==> src/common/adcreg_pkg.sv <==
package adcreg_pkg;
   // Register offsets (byte addresses, 16-bit registers)
   localparam logic [7:0] SAMPLE_RATE_OFS = 8'h06;
   localparam logic [7:0] IRQ_LEVEL_OFS = 8'h08;
   localparam logic [7:0] VECTOR_OFS = 8'h0A;
   localparam logic [7:0] RESET_CMD_OFS = 8'h0C;
   localparam logic [7:0] TRIGGER_CMD_OFS = 8'h0E;
   localparam logic [7:0] GAIN_RAM_OFS = 8'h10;
   // Field widths and positions
   localparam int RATE_W = 15;
   localparam int LEVEL_W = 3;
   localparam int VECTOR_W = 8;
   localparam int CHAN_W = 6;
   localparam int CHANNELS = 64;
   localparam int GAIN_BIT = 0;
   // Reset values
   localparam logic [14:0] RATE_RST = 15'h0000;
   localparam logic [2:0] LEVEL_RST = 3'h0;
   localparam logic [7:0] VECTOR_RST = 8'h00;
   // Fixed read-back values of unused bits
   localparam logic [15:0] ONES_HIGH = 16'hFF00;
   localparam logic [15:0] UNMAPPED_READ = 16'hFFFF;
   // Rate timing
   localparam logic [14:0] RATE_FLOOR = 15'h007A;
   localparam int RATE_ADD = 3;
   localparam int REF_CLK_HZ = 12_500_000;
   localparam int FIXED_RATE_HZ = 100_000;
   localparam logic [15:0] FIXED_DIV = 16'(REF_CLK_HZ / FIXED_RATE_HZ);
   localparam int SYS_CLK_HZ = 25_000_000;
   localparam int REF_DIV = SYS_CLK_HZ / REF_CLK_HZ;
   // Calibration pulse length after a board reset
   localparam int CAL_CYCLES = 16;
   localparam logic [4:0] CAL_LEN = 5'(CAL_CYCLES);
   // Access state machine
   typedef enum logic [2:0] {
      ADCREG_IDLE = 3'b001,
      ADCREG_ACK = 3'b010,
      ADCREG_WAIT = 3'b100
   } adcreg_state_t;
endpackage

==> src/rtl/adcreg_rate_gen.sv <==
`timescale 1ns/1ps
module adcreg_rate_gen (
   // Clock, reset, enable
   input wire logic ref_clk_in,
   input wire logic nrst_in,
   input wire logic clk_en_in,
   // Control
   input wire logic [14:0] rate_in,
   // Sample tick
   output logic tick_out
);
   logic [15:0] period;
   logic [15:0] count;
   logic [1:0] pre;
   logic ref_tick;

   always_comb begin
      if (rate_in <= adcreg_pkg::RATE_FLOOR) begin
         period = adcreg_pkg::FIXED_DIV; // RULE2
      end else begin
         period = 16'({1'b0, rate_in} + 16'(adcreg_pkg::RATE_ADD)); // RULE3
      end
   end

   // Reference runs at half the bus clock; ticks stay one clock wide
   assign ref_tick = (pre == 2'(adcreg_pkg::REF_DIV - 1)); // RULE3

   always_ff @(posedge ref_clk_in or negedge nrst_in) begin
      if (!nrst_in) begin
         pre <= 2'h0;
      end else if (clk_en_in) begin
         pre <= ref_tick ? 2'h0 : pre + 2'h1;
      end
   end

   always_ff @(posedge ref_clk_in or negedge nrst_in) begin
      if (!nrst_in) begin
         count <= 16'h0000;
         tick_out <= 1'b0;
      end else if (clk_en_in) begin
         if (!ref_tick) begin
            tick_out <= 1'b0;
         end else if (count >= period - 16'h0001) begin
            count <= 16'h0000;
            tick_out <= 1'b1;
         end else begin
            count <= count + 16'h0001;
            tick_out <= 1'b0;
         end
      end
   end
endmodule // adcreg_rate_gen

==> src/rtl/adcreg_top.sv <==
// Operation
// RULE1 - Rate register holds bits 14..0; bit 15 reads zero.
// RULE2 - Settings up to 0x7A sample at fixed 100 kHz.
// RULE3 - Above that, period is reference clock over setting plus three.
// RULE4 - Three-bit level selects bus request line; zero disables.
// RULE5 - Level defaults zero; level and vector survive board reset.
// RULE6 - Vector byte is driven on data 7..0 during acknowledge; default zero.
// RULE7 - Any write to reset location resets board state.
// RULE8 - Board reset also starts an ADC calibration cycle.
// RULE9 - Trigger write starts scan when both trigger-mode bits clear.
// RULE10 - Gain bit 0 stores gain ten or unity for selected channel.
// RULE11 - Host selects channel, clears buffer field, then writes gain.
// RULE12 - Channel field is plain binary and indexes the gain entry.
// RULE13 - Byte and word accesses; unused bits read fixed, writes ignored.
`timescale 1ns/1ps
module adcreg_top (
   // Clock, reset, enable
   input wire logic ref_clk_in,
   input wire logic nrst_in,
   input wire logic clk_en_in,
   // Bus slave (synchronous to ref_clk_in)
   input wire logic sel_in,
   input wire logic write_in,
   input wire logic [7:0] addr_in,
   input wire logic [1:0] byte_en_in,
   input wire logic [15:0] wdata_in,
   input wire logic iack_in,
   output logic ack_out,
   output logic [15:0] rdata_out,
   // Control inputs from neighbouring registers
   input wire logic [5:0] chan_select_in,
   input wire logic [1:0] trig_mode_in,
   input wire logic auto_gain_in,
   input wire logic [5:0] scan_chan_in,
   // Block outputs
   output logic [2:0] irq_level_out,
   output logic board_reset_out,
   output logic cal_start_out,
   output logic scan_start_out,
   output logic sample_tick_out,
   output logic gain_ten_out
);
   ////////////////////////////////////////////////////////////////////
   logic [14:0] sample_rate_register;
   logic [2:0] irq_level_field;
   logic [7:0] vector_byte;
   logic gain_mem [adcreg_pkg::CHANNELS];
   logic [4:0] cal_count;
   logic tick;
   logic take;
   logic wr_hit;
   logic [15:0] next_rdata;
   adcreg_pkg::adcreg_state_t state;
   adcreg_pkg::adcreg_state_t next_state;

   ////////////////////////////////////////////////////////////////////
   // One-cycle ack, then wait for select to drop so one access acts once
   always_comb begin
      case (state)
         adcreg_pkg::ADCREG_IDLE: begin
            next_state = (sel_in || iack_in) ? adcreg_pkg::ADCREG_ACK
                                             : adcreg_pkg::ADCREG_IDLE;
         end
         adcreg_pkg::ADCREG_ACK: begin
            next_state = adcreg_pkg::ADCREG_WAIT;
         end
         adcreg_pkg::ADCREG_WAIT: begin
            next_state = (sel_in || iack_in) ? adcreg_pkg::ADCREG_WAIT
                                             : adcreg_pkg::ADCREG_IDLE;
         end
         default: begin
            next_state = adcreg_pkg::ADCREG_IDLE;
         end
      endcase
   end

   assign take = (state == adcreg_pkg::ADCREG_IDLE) && sel_in && !iack_in;
   assign wr_hit = take && write_in && (byte_en_in != 2'b00);

   always_ff @(posedge ref_clk_in or negedge nrst_in) begin
      if (!nrst_in) begin
         state <= adcreg_pkg::ADCREG_IDLE;
         ack_out <= 1'b0;
      end else if (clk_en_in) begin
         state <= next_state;
         ack_out <= (state == adcreg_pkg::ADCREG_IDLE) && (sel_in || iack_in);
      end
   end

   ////////////////////////////////////////////////////////////////////
   // Rate register is cleared by a board reset; level and vector are not
   always_ff @(posedge ref_clk_in or negedge nrst_in) begin
      if (!nrst_in) begin
         sample_rate_register <= adcreg_pkg::RATE_RST;
      end else if (clk_en_in) begin
         if (wr_hit && addr_in == adcreg_pkg::RESET_CMD_OFS) begin
            sample_rate_register <= adcreg_pkg::RATE_RST; // RULE7
         end else if (wr_hit && addr_in == adcreg_pkg::SAMPLE_RATE_OFS) begin
            if (byte_en_in[0]) begin
               sample_rate_register[7:0] <= wdata_in[7:0]; // RULE13
            end
            if (byte_en_in[1]) begin
               sample_rate_register[14:8] <= wdata_in[14:8]; // RULE1
            end
         end
      end
   end

   always_ff @(posedge ref_clk_in or negedge nrst_in) begin
      if (!nrst_in) begin
         irq_level_field <= adcreg_pkg::LEVEL_RST; // RULE5
         vector_byte <= adcreg_pkg::VECTOR_RST; // RULE6
      end else if (clk_en_in && wr_hit && byte_en_in[0]) begin
         if (addr_in == adcreg_pkg::IRQ_LEVEL_OFS) begin
            irq_level_field <= wdata_in[2:0]; // RULE4
         end
         if (addr_in == adcreg_pkg::VECTOR_OFS) begin
            vector_byte <= wdata_in[7:0];
         end
      end
   end

   // Gain store, no reset: contents survive both resets like a RAM
   always_ff @(posedge ref_clk_in) begin
      if (clk_en_in && wr_hit && byte_en_in[0] && addr_in == adcreg_pkg::GAIN_RAM_OFS) begin
         gain_mem[chan_select_in] <= wdata_in[adcreg_pkg::GAIN_BIT]; // RULE10 RULE12
      end
   end

   ////////////////////////////////////////////////////////////////////
   // Command pulses and calibration
   always_ff @(posedge ref_clk_in or negedge nrst_in) begin
      if (!nrst_in) begin
         board_reset_out <= 1'b0;
         scan_start_out <= 1'b0;
         cal_count <= 5'h00;
         cal_start_out <= 1'b0;
      end else if (clk_en_in) begin
         board_reset_out <= wr_hit && addr_in == adcreg_pkg::RESET_CMD_OFS; // RULE7
         scan_start_out <= wr_hit && addr_in == adcreg_pkg::TRIGGER_CMD_OFS
                           && trig_mode_in == 2'b00; // RULE9
         if (wr_hit && addr_in == adcreg_pkg::RESET_CMD_OFS) begin
            cal_count <= adcreg_pkg::CAL_LEN; // RULE8
            cal_start_out <= 1'b1;
         end else if (cal_count != 5'h00) begin
            cal_count <= cal_count - 5'h01;
            cal_start_out <= cal_count != 5'h01;
         end else begin
            cal_start_out <= 1'b0;
         end
      end
   end

   ////////////////////////////////////////////////////////////////////
   // Read data, registered; acknowledge cycle returns the vector
   always_comb begin
      case (addr_in)
         adcreg_pkg::SAMPLE_RATE_OFS: next_rdata = {1'b0, sample_rate_register}; // RULE1
         adcreg_pkg::IRQ_LEVEL_OFS: next_rdata = adcreg_pkg::ONES_HIGH | {13'h0000, irq_level_field};
         adcreg_pkg::VECTOR_OFS: next_rdata = adcreg_pkg::ONES_HIGH | {8'h00, vector_byte};
         adcreg_pkg::GAIN_RAM_OFS: next_rdata = adcreg_pkg::ONES_HIGH
                                   | {15'h0000, gain_mem[chan_select_in]}; // RULE13
         default: next_rdata = adcreg_pkg::UNMAPPED_READ;
      endcase
      if (iack_in) begin
         next_rdata = adcreg_pkg::ONES_HIGH | {8'h00, vector_byte}; // RULE6
      end
   end

   always_ff @(posedge ref_clk_in or negedge nrst_in) begin
      if (!nrst_in) begin
         rdata_out <= 16'h0000;
      end else if (clk_en_in && state == adcreg_pkg::ADCREG_IDLE
                   && (iack_in || (sel_in && !write_in))) begin
         rdata_out <= next_rdata;
      end
   end

   ////////////////////////////////////////////////////////////////////
   adcreg_rate_gen u_rate (
      .ref_clk_in(ref_clk_in),
      .nrst_in(nrst_in),
      .clk_en_in(clk_en_in),
      .rate_in(sample_rate_register),
      .tick_out(tick)
   );

   always_ff @(posedge ref_clk_in or negedge nrst_in) begin
      if (!nrst_in) begin
         sample_tick_out <= 1'b0;
         irq_level_out <= adcreg_pkg::LEVEL_RST;
         gain_ten_out <= 1'b0;
      end else if (clk_en_in) begin
         sample_tick_out <= tick; // RULE2 RULE3
         irq_level_out <= irq_level_field; // RULE4
         gain_ten_out <= auto_gain_in && gain_mem[scan_chan_in]; // RULE10
      end
   end
endmodule // adcreg_top

==> config.mk <==
export PLATFORM = sky130hd
export DESIGN_NAME = adcreg_top
export DESIGN_NICKNAME = d
export VERILOG_FILES = /design/src/common/adcreg_pkg.sv /design/src/rtl/adcreg_rate_gen.sv /design/src/rtl/adcreg_top.sv
export SDC_FILE = /design/constraint.sdc
export NUM_CORES = 1
export LEC_CHECK = 0
export ABC_AREA = 1
export BUFFER_PORTS_ARGS = -buffer_cell sky130_fd_sc_hd__buf_4
export CAP_MARGIN = 30
export CORE_ASPECT_RATIO = 0.75
export CORE_MARGIN = 2
export CORE_UTILIZATION = 60
export DETAILED_ROUTE_END_ITERATION = 10
export PLACE_DENSITY = 0.8
export SLEW_MARGIN = 0
export SYNTH_ARGS = -nofsm -noshare
export SYNTH_HDL_FRONTEND = slang
export SYNTH_SLANG_ARGS = --single-unit
==> constraint.sdc <==
create_clock -name ref_clk_in -period 4.05 [get_ports ref_clk_in]
set_clock_uncertainty 0.1 [all_clocks]
set_input_delay 0.2025 -clock ref_clk_in [delete_from_list [all_inputs] [get_ports ref_clk_in]]
set_output_delay 0.2025 -clock ref_clk_in [all_outputs]
set_load 0.02 [all_outputs]
# After elaboration in Yosys (flattened, before gate mapping)

Memory sizes are Yosys's and may differ from the RTL's.
Cells that the tools add are included.

Add/subtract/negate cells: 5
Multiply operators: 0
Div/mod/pow operators: 0
Magnitude comparators: 2
Eq/ne operators: 11
Shifts and indexed selects: 0
Mux-type cells: 20
Bitwise gates (word level): 0
Reduce and logical (&&, ||, !) cells: 33

Operators by type and width:

| cell                                                                    | count |
|---|---|
| 16-bit one-hot mux with 4 select lines                                  | 1 |
| 16-bit two-way mux                                                      | 3 |
| 8-bit by 4-bit equality test with 1-bit output (second input constant)  | 4 |
| 15-bit two-way mux                                                      | 2 |
| 15-bit by 2-bit adder with 16-bit output (second input constant)        | 1 |
| 16-bit by 1-bit adder with 16-bit output (second input constant)        | 1 |
| 16-bit >= comparator                                                    | 1 |
| 1-bit logical AND                                                       | 16 |
| 16-bit by 1-bit subtractor with 16-bit output (second input constant)   | 1 |
| 15-bit by 7-bit <= comparator with 1-bit output (second input constant) | 1 |
| 5-bit two-way mux                                                       | 2 |
| 2-bit nonzero test                                                      | 5 |
| 3-bit one-hot mux with 3 select lines                                   | 1 |
| 8-bit by 3-bit equality test with 1-bit output (second input constant)  | 1 |
| 8-bit by 5-bit equality test with 1-bit output (second input constant)  | 1 |
| 8-bit two-way mux                                                       | 1 |
| 2-bit AND reduction                                                     | 4 |
| 7-bit two-way mux                                                       | 1 |
| 1-bit two-way mux                                                       | 6 |
| 3-bit AND reduction                                                     | 2 |
| 5-bit by 1-bit != test with 1-bit output (second input constant)        | 1 |
| 5-bit nonzero test                                                      | 1 |
| 5-bit by 1-bit subtractor with 5-bit output (second input constant)     | 1 |
| 2-bit two-way mux                                                       | 2 |
| other kinds (9)                                                         | 11 |

Register bits after elaboration: 78
Latch bits: 0
Bits in writable memories: 64
ROM bits: 0
Input port bits: 47
Output and inout bits: 25
Word-level logic and storage cells: 89
Memories kept: 1

Memories:

| memory   | words | bits a word | read ports | clocked after Yosys merged registers in | wr ports | line             | source |
|---|---|---|---|---|---|---|---|
| gain_mem | 64    | 1           | 2          | 0                                       | 1        | adcreg_top.sv:47 | `logic gain_mem [adcreg_pkg::CHANNELS];` |

# Depth between registers and ports, before layout

Depth after elaboration: 10
Depth in mapped cells: 27
Mapped depth without buffers: 26

# Cells and area by module

From an unflattened synthesis, not the netlist that was laid out.

Cell total of the unflattened synthesis: 1134
Area total of the unflattened synthesis: 8554.5 µm²

By module, submodules not included:

| module          | times used | cells an instance | area an instance (µm²) |
|---|---|---|---|
| adcreg_top      | 1          | 783               | 6287.3 |
| adcreg_rate_gen | 1          | 351               | 2267.2 |

# Least setup slack after synthesis

OpenSTA, ideal clock, no wires.

Path kind: reg-to-reg
From: register sample_rate_register[0]
To: register u_rate.count[12]
Library setup time: 0.132 ns
Arrival time: 3.296 ns
Slack: 0.522 ns
Stages on the path, launching flop included: 26
Buffers on the path: 1
Cells stage by stage: dfrtp_1 > inv_1 > ha_1 > o21ai_0 > nand2_1 > nand2_2 > inv_1 > or2_2 > ha_1 > nand4_1 > nor2_1 > nand3_1 > nand2_1 > nand2_1 > inv_1 > ha_1 > nand2_1 > inv_1 > nand3_1 > nor3_1 > nand3_1 > nand3_1 > nand2_1 > inv_1 > clkbuf_1 > nor2_1

Word-level cells in the longest chain between the ends: 5
Elaborated cells between the ends (all ways): 6

RTL lines:

| what                                                                                                               | line                                         | source |
|---|---|---|
| start: declaration                                                                                                 | adcreg_top.sv:44                             | `logic [14:0] sample_rate_register;` |
| start signal: assignment                                                                                           | adcreg_top.sv:94                             | `sample_rate_register <= adcreg_pkg::RATE_RST;` |
| start signal: assignment                                                                                           | adcreg_top.sv:97                             | `sample_rate_register <= adcreg_pkg::RATE_RST;` |
| start signal: assignment                                                                                           | adcreg_top.sv:100                            | `sample_rate_register[7:0] <= wdata_in[7:0];` |
| 15-bit by 2-bit adder with 16-bit output / 15-bit by 7-bit <= comparator with 1-bit output (equally long branches) | adcreg_rate_gen.sv:21, adcreg_rate_gen.sv:18 |  |
| 16-bit two-way mux *                                                                                               | adcreg_rate_gen.sv:18                        | `if (rate_in <= adcreg_pkg::RATE_FLOOR) begin` |
| 16-bit by 1-bit subtractor with 16-bit output *                                                                    | adcreg_rate_gen.sv:43                        | `end else if (count >= period - 16'h0001) begin` |
| 16-bit >= comparator *                                                                                             | adcreg_rate_gen.sv:43                        |  |
| 16-bit two-way mux *                                                                                               | adcreg_rate_gen.sv:43                        |  |
| end signal: assignment                                                                                             | adcreg_rate_gen.sv:47                        | `count <= count + 16'h0001;` |
| end: declaration                                                                                                   | adcreg_rate_gen.sv:13                        | `logic [15:0] count;` |

Mark *: on every way between the ends. The rest lies on a longest branch, timed or not.
A chain may end at the register's enable or synchronous reset.

# Worst setup path after layout

From: register sample_rate_register[0]
To: register u_rate.count[5]

Same word-level chain as after synthesis.

==> flow_summary.json <==
{
  "synth_cell_types": 41,
  "cts_tree": "built",
  "vdd_drop_max_uv": 419,
  "tightestPinTransition_ps": 949,
  "synthesis.area_um2": 8250,
  "drive_above_1_share_pct": 12.5,
  "slew_viol_final": 0,
  "synth_edf_count": 64,
  "synth-seq-cells": 141,
  "clockBufferDepth": 2,
  "grt_usage_pct": 29.0,
  "fin_util_pct": 72.0,
  "std_cell_rows": 37,
  "first_global_vias": 6810,
  "synth_area_leaders": "edfxtp_1 23%, dfrtp_1 23%, nand2_1 11%",
  "finalWorstSetupSlack_ps": 262,
  "startpoint_type": "flop",
  "cts_max_level": 4,
  "nNetsFinal": 1223,
  "cts-root-buf": "clkbuf_16",
  "clockPowerShare_pct": 38.6,
  "switchingPower_mw": 1.15,
  "start_util_pct": 60.8,
  "die_w_um": 139,
  "gp_congestion": 0.910,
  "io-pin-count": 72,
  "numCtsBuffers": 17,
  "p_seq_share_pct": 43.5,
  "finalCritPeriodShare_pct": 93.5,
  "grt_pass1_wl_um": 33400,
  "die_y_um": 106,
  "wl_um": 21000,
  "grt_max_degree": 67,
  "num_vias": 7487,
  "finalHoldViolCount": 0,
  "antenna_found_initial": 0,
  "seq_area_frac_synth_pct": 46.6,
  "netlist_instances": 1062,
  "switching_share_pct": 29.2,
  "crit_fanout": 7,
  "arrival_ps": 4030,
  "min_path_type": "in -> reg",
  "clock-sinks": 141,
  "internal_power_mw": 2.80,
  "synth.top_cell.area_share_pct": 23.3,
  "ant_nets": 0,
  "total_power_mw": 3.95,
  "slew_headroom_pct": 36.5,
  "maxCapViolations": 0,
  "synthMostInstantiatedCell": "nand2_1",
  "viasPerCell": 5.58,
  "gr-total-overflow": 0,
  "yosysTopAreaCell": "edfxtp_1",
  "fmax_ghz": 0.264,
  "clkTransAtPathRegs_ps": 60,
  "io_buffers": 70,
  "n_antenna_cell": 0,
  "synthesis.nets": 1132,
  "dr.pass1.iters": 6,
  "status": "completed",
  "syn_area_per_cell_um2": 7.77,
  "ys_warn_count": 0,
  "synthArstFlopShare_pct": 54.6,
  "pre_cts_ws_ps": 153,
  "route.detailed.drc": 0,
  "area_growth_pct": 18.3,
  "wl_per_cell_um": 15.6,
  "required_ps": 4300,
  "power_density_nw_per_um2": 405,
  "synth_flop_cell": "dfrtp_1",
  "crit_path_end_kind": "flop",
  "path_class": "reg -> reg",
  "setup_viol": 0,
  "coreArea_um2": 13600,
  "rrSetupSlack_ps": 260,
  "pwr-share-comb_pct": 17.9,
  "clock_latency_ps": 430,
  "p_leak_nw": 4.48,
  "fin_crit_ps": 3790,
  "dpl.hpwl_um": 14100,
  "drt_iter0_drc": 724,
  "die-area_um2": 14700,
  "fillers": 1040,
  "synth_common_cells": "246 x nand2_1, 148 x inv_1, 137 x nor2_1"
}
-- final cells by class --
| type | count | area [µm²] | share of cell area [%] |
|---|---|---|---|
| Tap cell | 175 | 219 | 2.24 |
| Clock inverter | 13 | 140 | 1.44 |
| Clock buffer | 19 | 433 | 4.44 |
| Timing Repair Buffer | 96 | 798 | 8.18 |
| Timing Repair inverter | 1 | 7.51 | 0.0769 |
| Multi-Input combinational cell | 742 | 3730 | 38.2 |
| Inverter | 154 | 582 | 5.96 |
| Sequential cell | 141 | 3850 | 39.4 |
-- cells in the final DEF, fill, tap and decap left out, types with 10 or more instances in the layout --
master	instances
a21oi_1	52
buf_4	74
clkbuf_16	17
dfrtp_1	76
dlygate4sd3_1	20
edfxtp_1	64
ha_1	23
inv_1	147
nand2_1	245
nand3_1	85
nand4_1	15
nor2_1	136
nor3_1	16
o211ai_1	10
o21ai_0	87
xor2_1	20
-- power by group through the flow --
stage                     combinational [mW]  clock (mW)  sequential, mW
after CTS                              0.702        1.53            1.72
after detailed placement               0.679           0            1.74
final                                  0.706        1.53            1.72
after floorplan                        0.373           0            1.77
after global placement                 0.655           0            1.74
after global routing                   0.790        1.60            1.73
-- cell families after synthesis --
| family | Yosys count | synth area share, % |
|---|---|---|
| AO/OA/AOI/OAI | 162 | 10.7 |
| multiplexers | 5 | 0.682 |
| XOR/XNOR | 27 | 2.96 |
| flip-flops | 141 | 46.6 |
| AND/OR/NAND/NOR | 525 | 27.3 |
| adder cells (fa/ha/maj) | 23 | 3.49 |
| buffers and inverters | 179 | 8.26 |
-- layer usage --
metal,track usage [%],wire [µm],part of all wire [%],vias up
li1,-,-,-,3645
met1,42.7,9720,46,3460
met2,41.8,9070,43,353
met3,7.72,1940,9.3,29
met4,9.31,244,1.2,0
met5,0,0,0,-
-- state kept, by name, summed over array words and instances (netlist names) --
signal                count
vector_byte               8
cal_start_out             1
u_rate.tick_out           1
u_rate.count             16
cal_count                 5
gain_mem                 64
irq_level_field           3
sample_tick_out           1
u_rate.pre                2
board_reset_out           1
irq_level_out             3
state                     3
sample_rate_register     15
rdata_out                16
gain_ten_out              1
scan_start_out            1
-- through the flow --
stage | cells | setup TNS, ps | hold WS, ps | cell area (µm²)
detailed placement | 1285 | 0 | 2.94 | 8940
global route | 1341 | -17.6 | 22.1 | 9760
floorplan | 1062 | 0 | -193 | 8250
finish | 1341 | 0 | 17.3 | 9760
CTS | 1337 | 0 | 8.03 | 9720
global placement | 1283 | 0 | 316 | 8900
-- final timing paths --
check,startpoint,to,depth (start not counted)
min reg2reg,u_rate.tick_out$_DFFE_PN0P_,sample_tick_out$_DFFE_PN0P_,2
max in group asynchronous,nrst_in,state[0]$_DFFE_PN1P_,3
min in group asynchronous,nrst_in,u_rate.count[10]$_DFFE_PN0P_,2
max,sample_rate_register[0]$_DFFE_PN0P_,u_rate.count[5]$_DFFE_PN0P_,19
min,addr_in[0],scan_start_out$_DFFE_PN0P_,4
max reg2reg,sample_rate_register[0]$_DFFE_PN0P_,u_rate.count[5]$_DFFE_PN0P_,19
-- critical path: stages (launching register included) --
cell and delay, ps:
dfrtp_1 390, inv_1 110, ha_1 230, inv_1 60, nand2_1 70, nor2_2 150, nand2_1 140, xor2_1 310
nand2_1 140, nor2_1 250, nand4_1 150, xnor2_1 220, ha_1 280, a21oi_1 150, o21ai_0 110, a21oi_1 140
nand3_1 140, nand2_2 180, clkinvlp_4 180, nor3b_1 200
-- what timing repair did --
item | in CTS | in global routing
resized for setup | 0 | 6
setup endpoints to repair | 0 | 14
setup buffers | 0 | 3
hold buffers | 20 | 0
endpoints found under the hold margin | 103 | 0
Note: power is estimated with default switching activity, not from simulation.
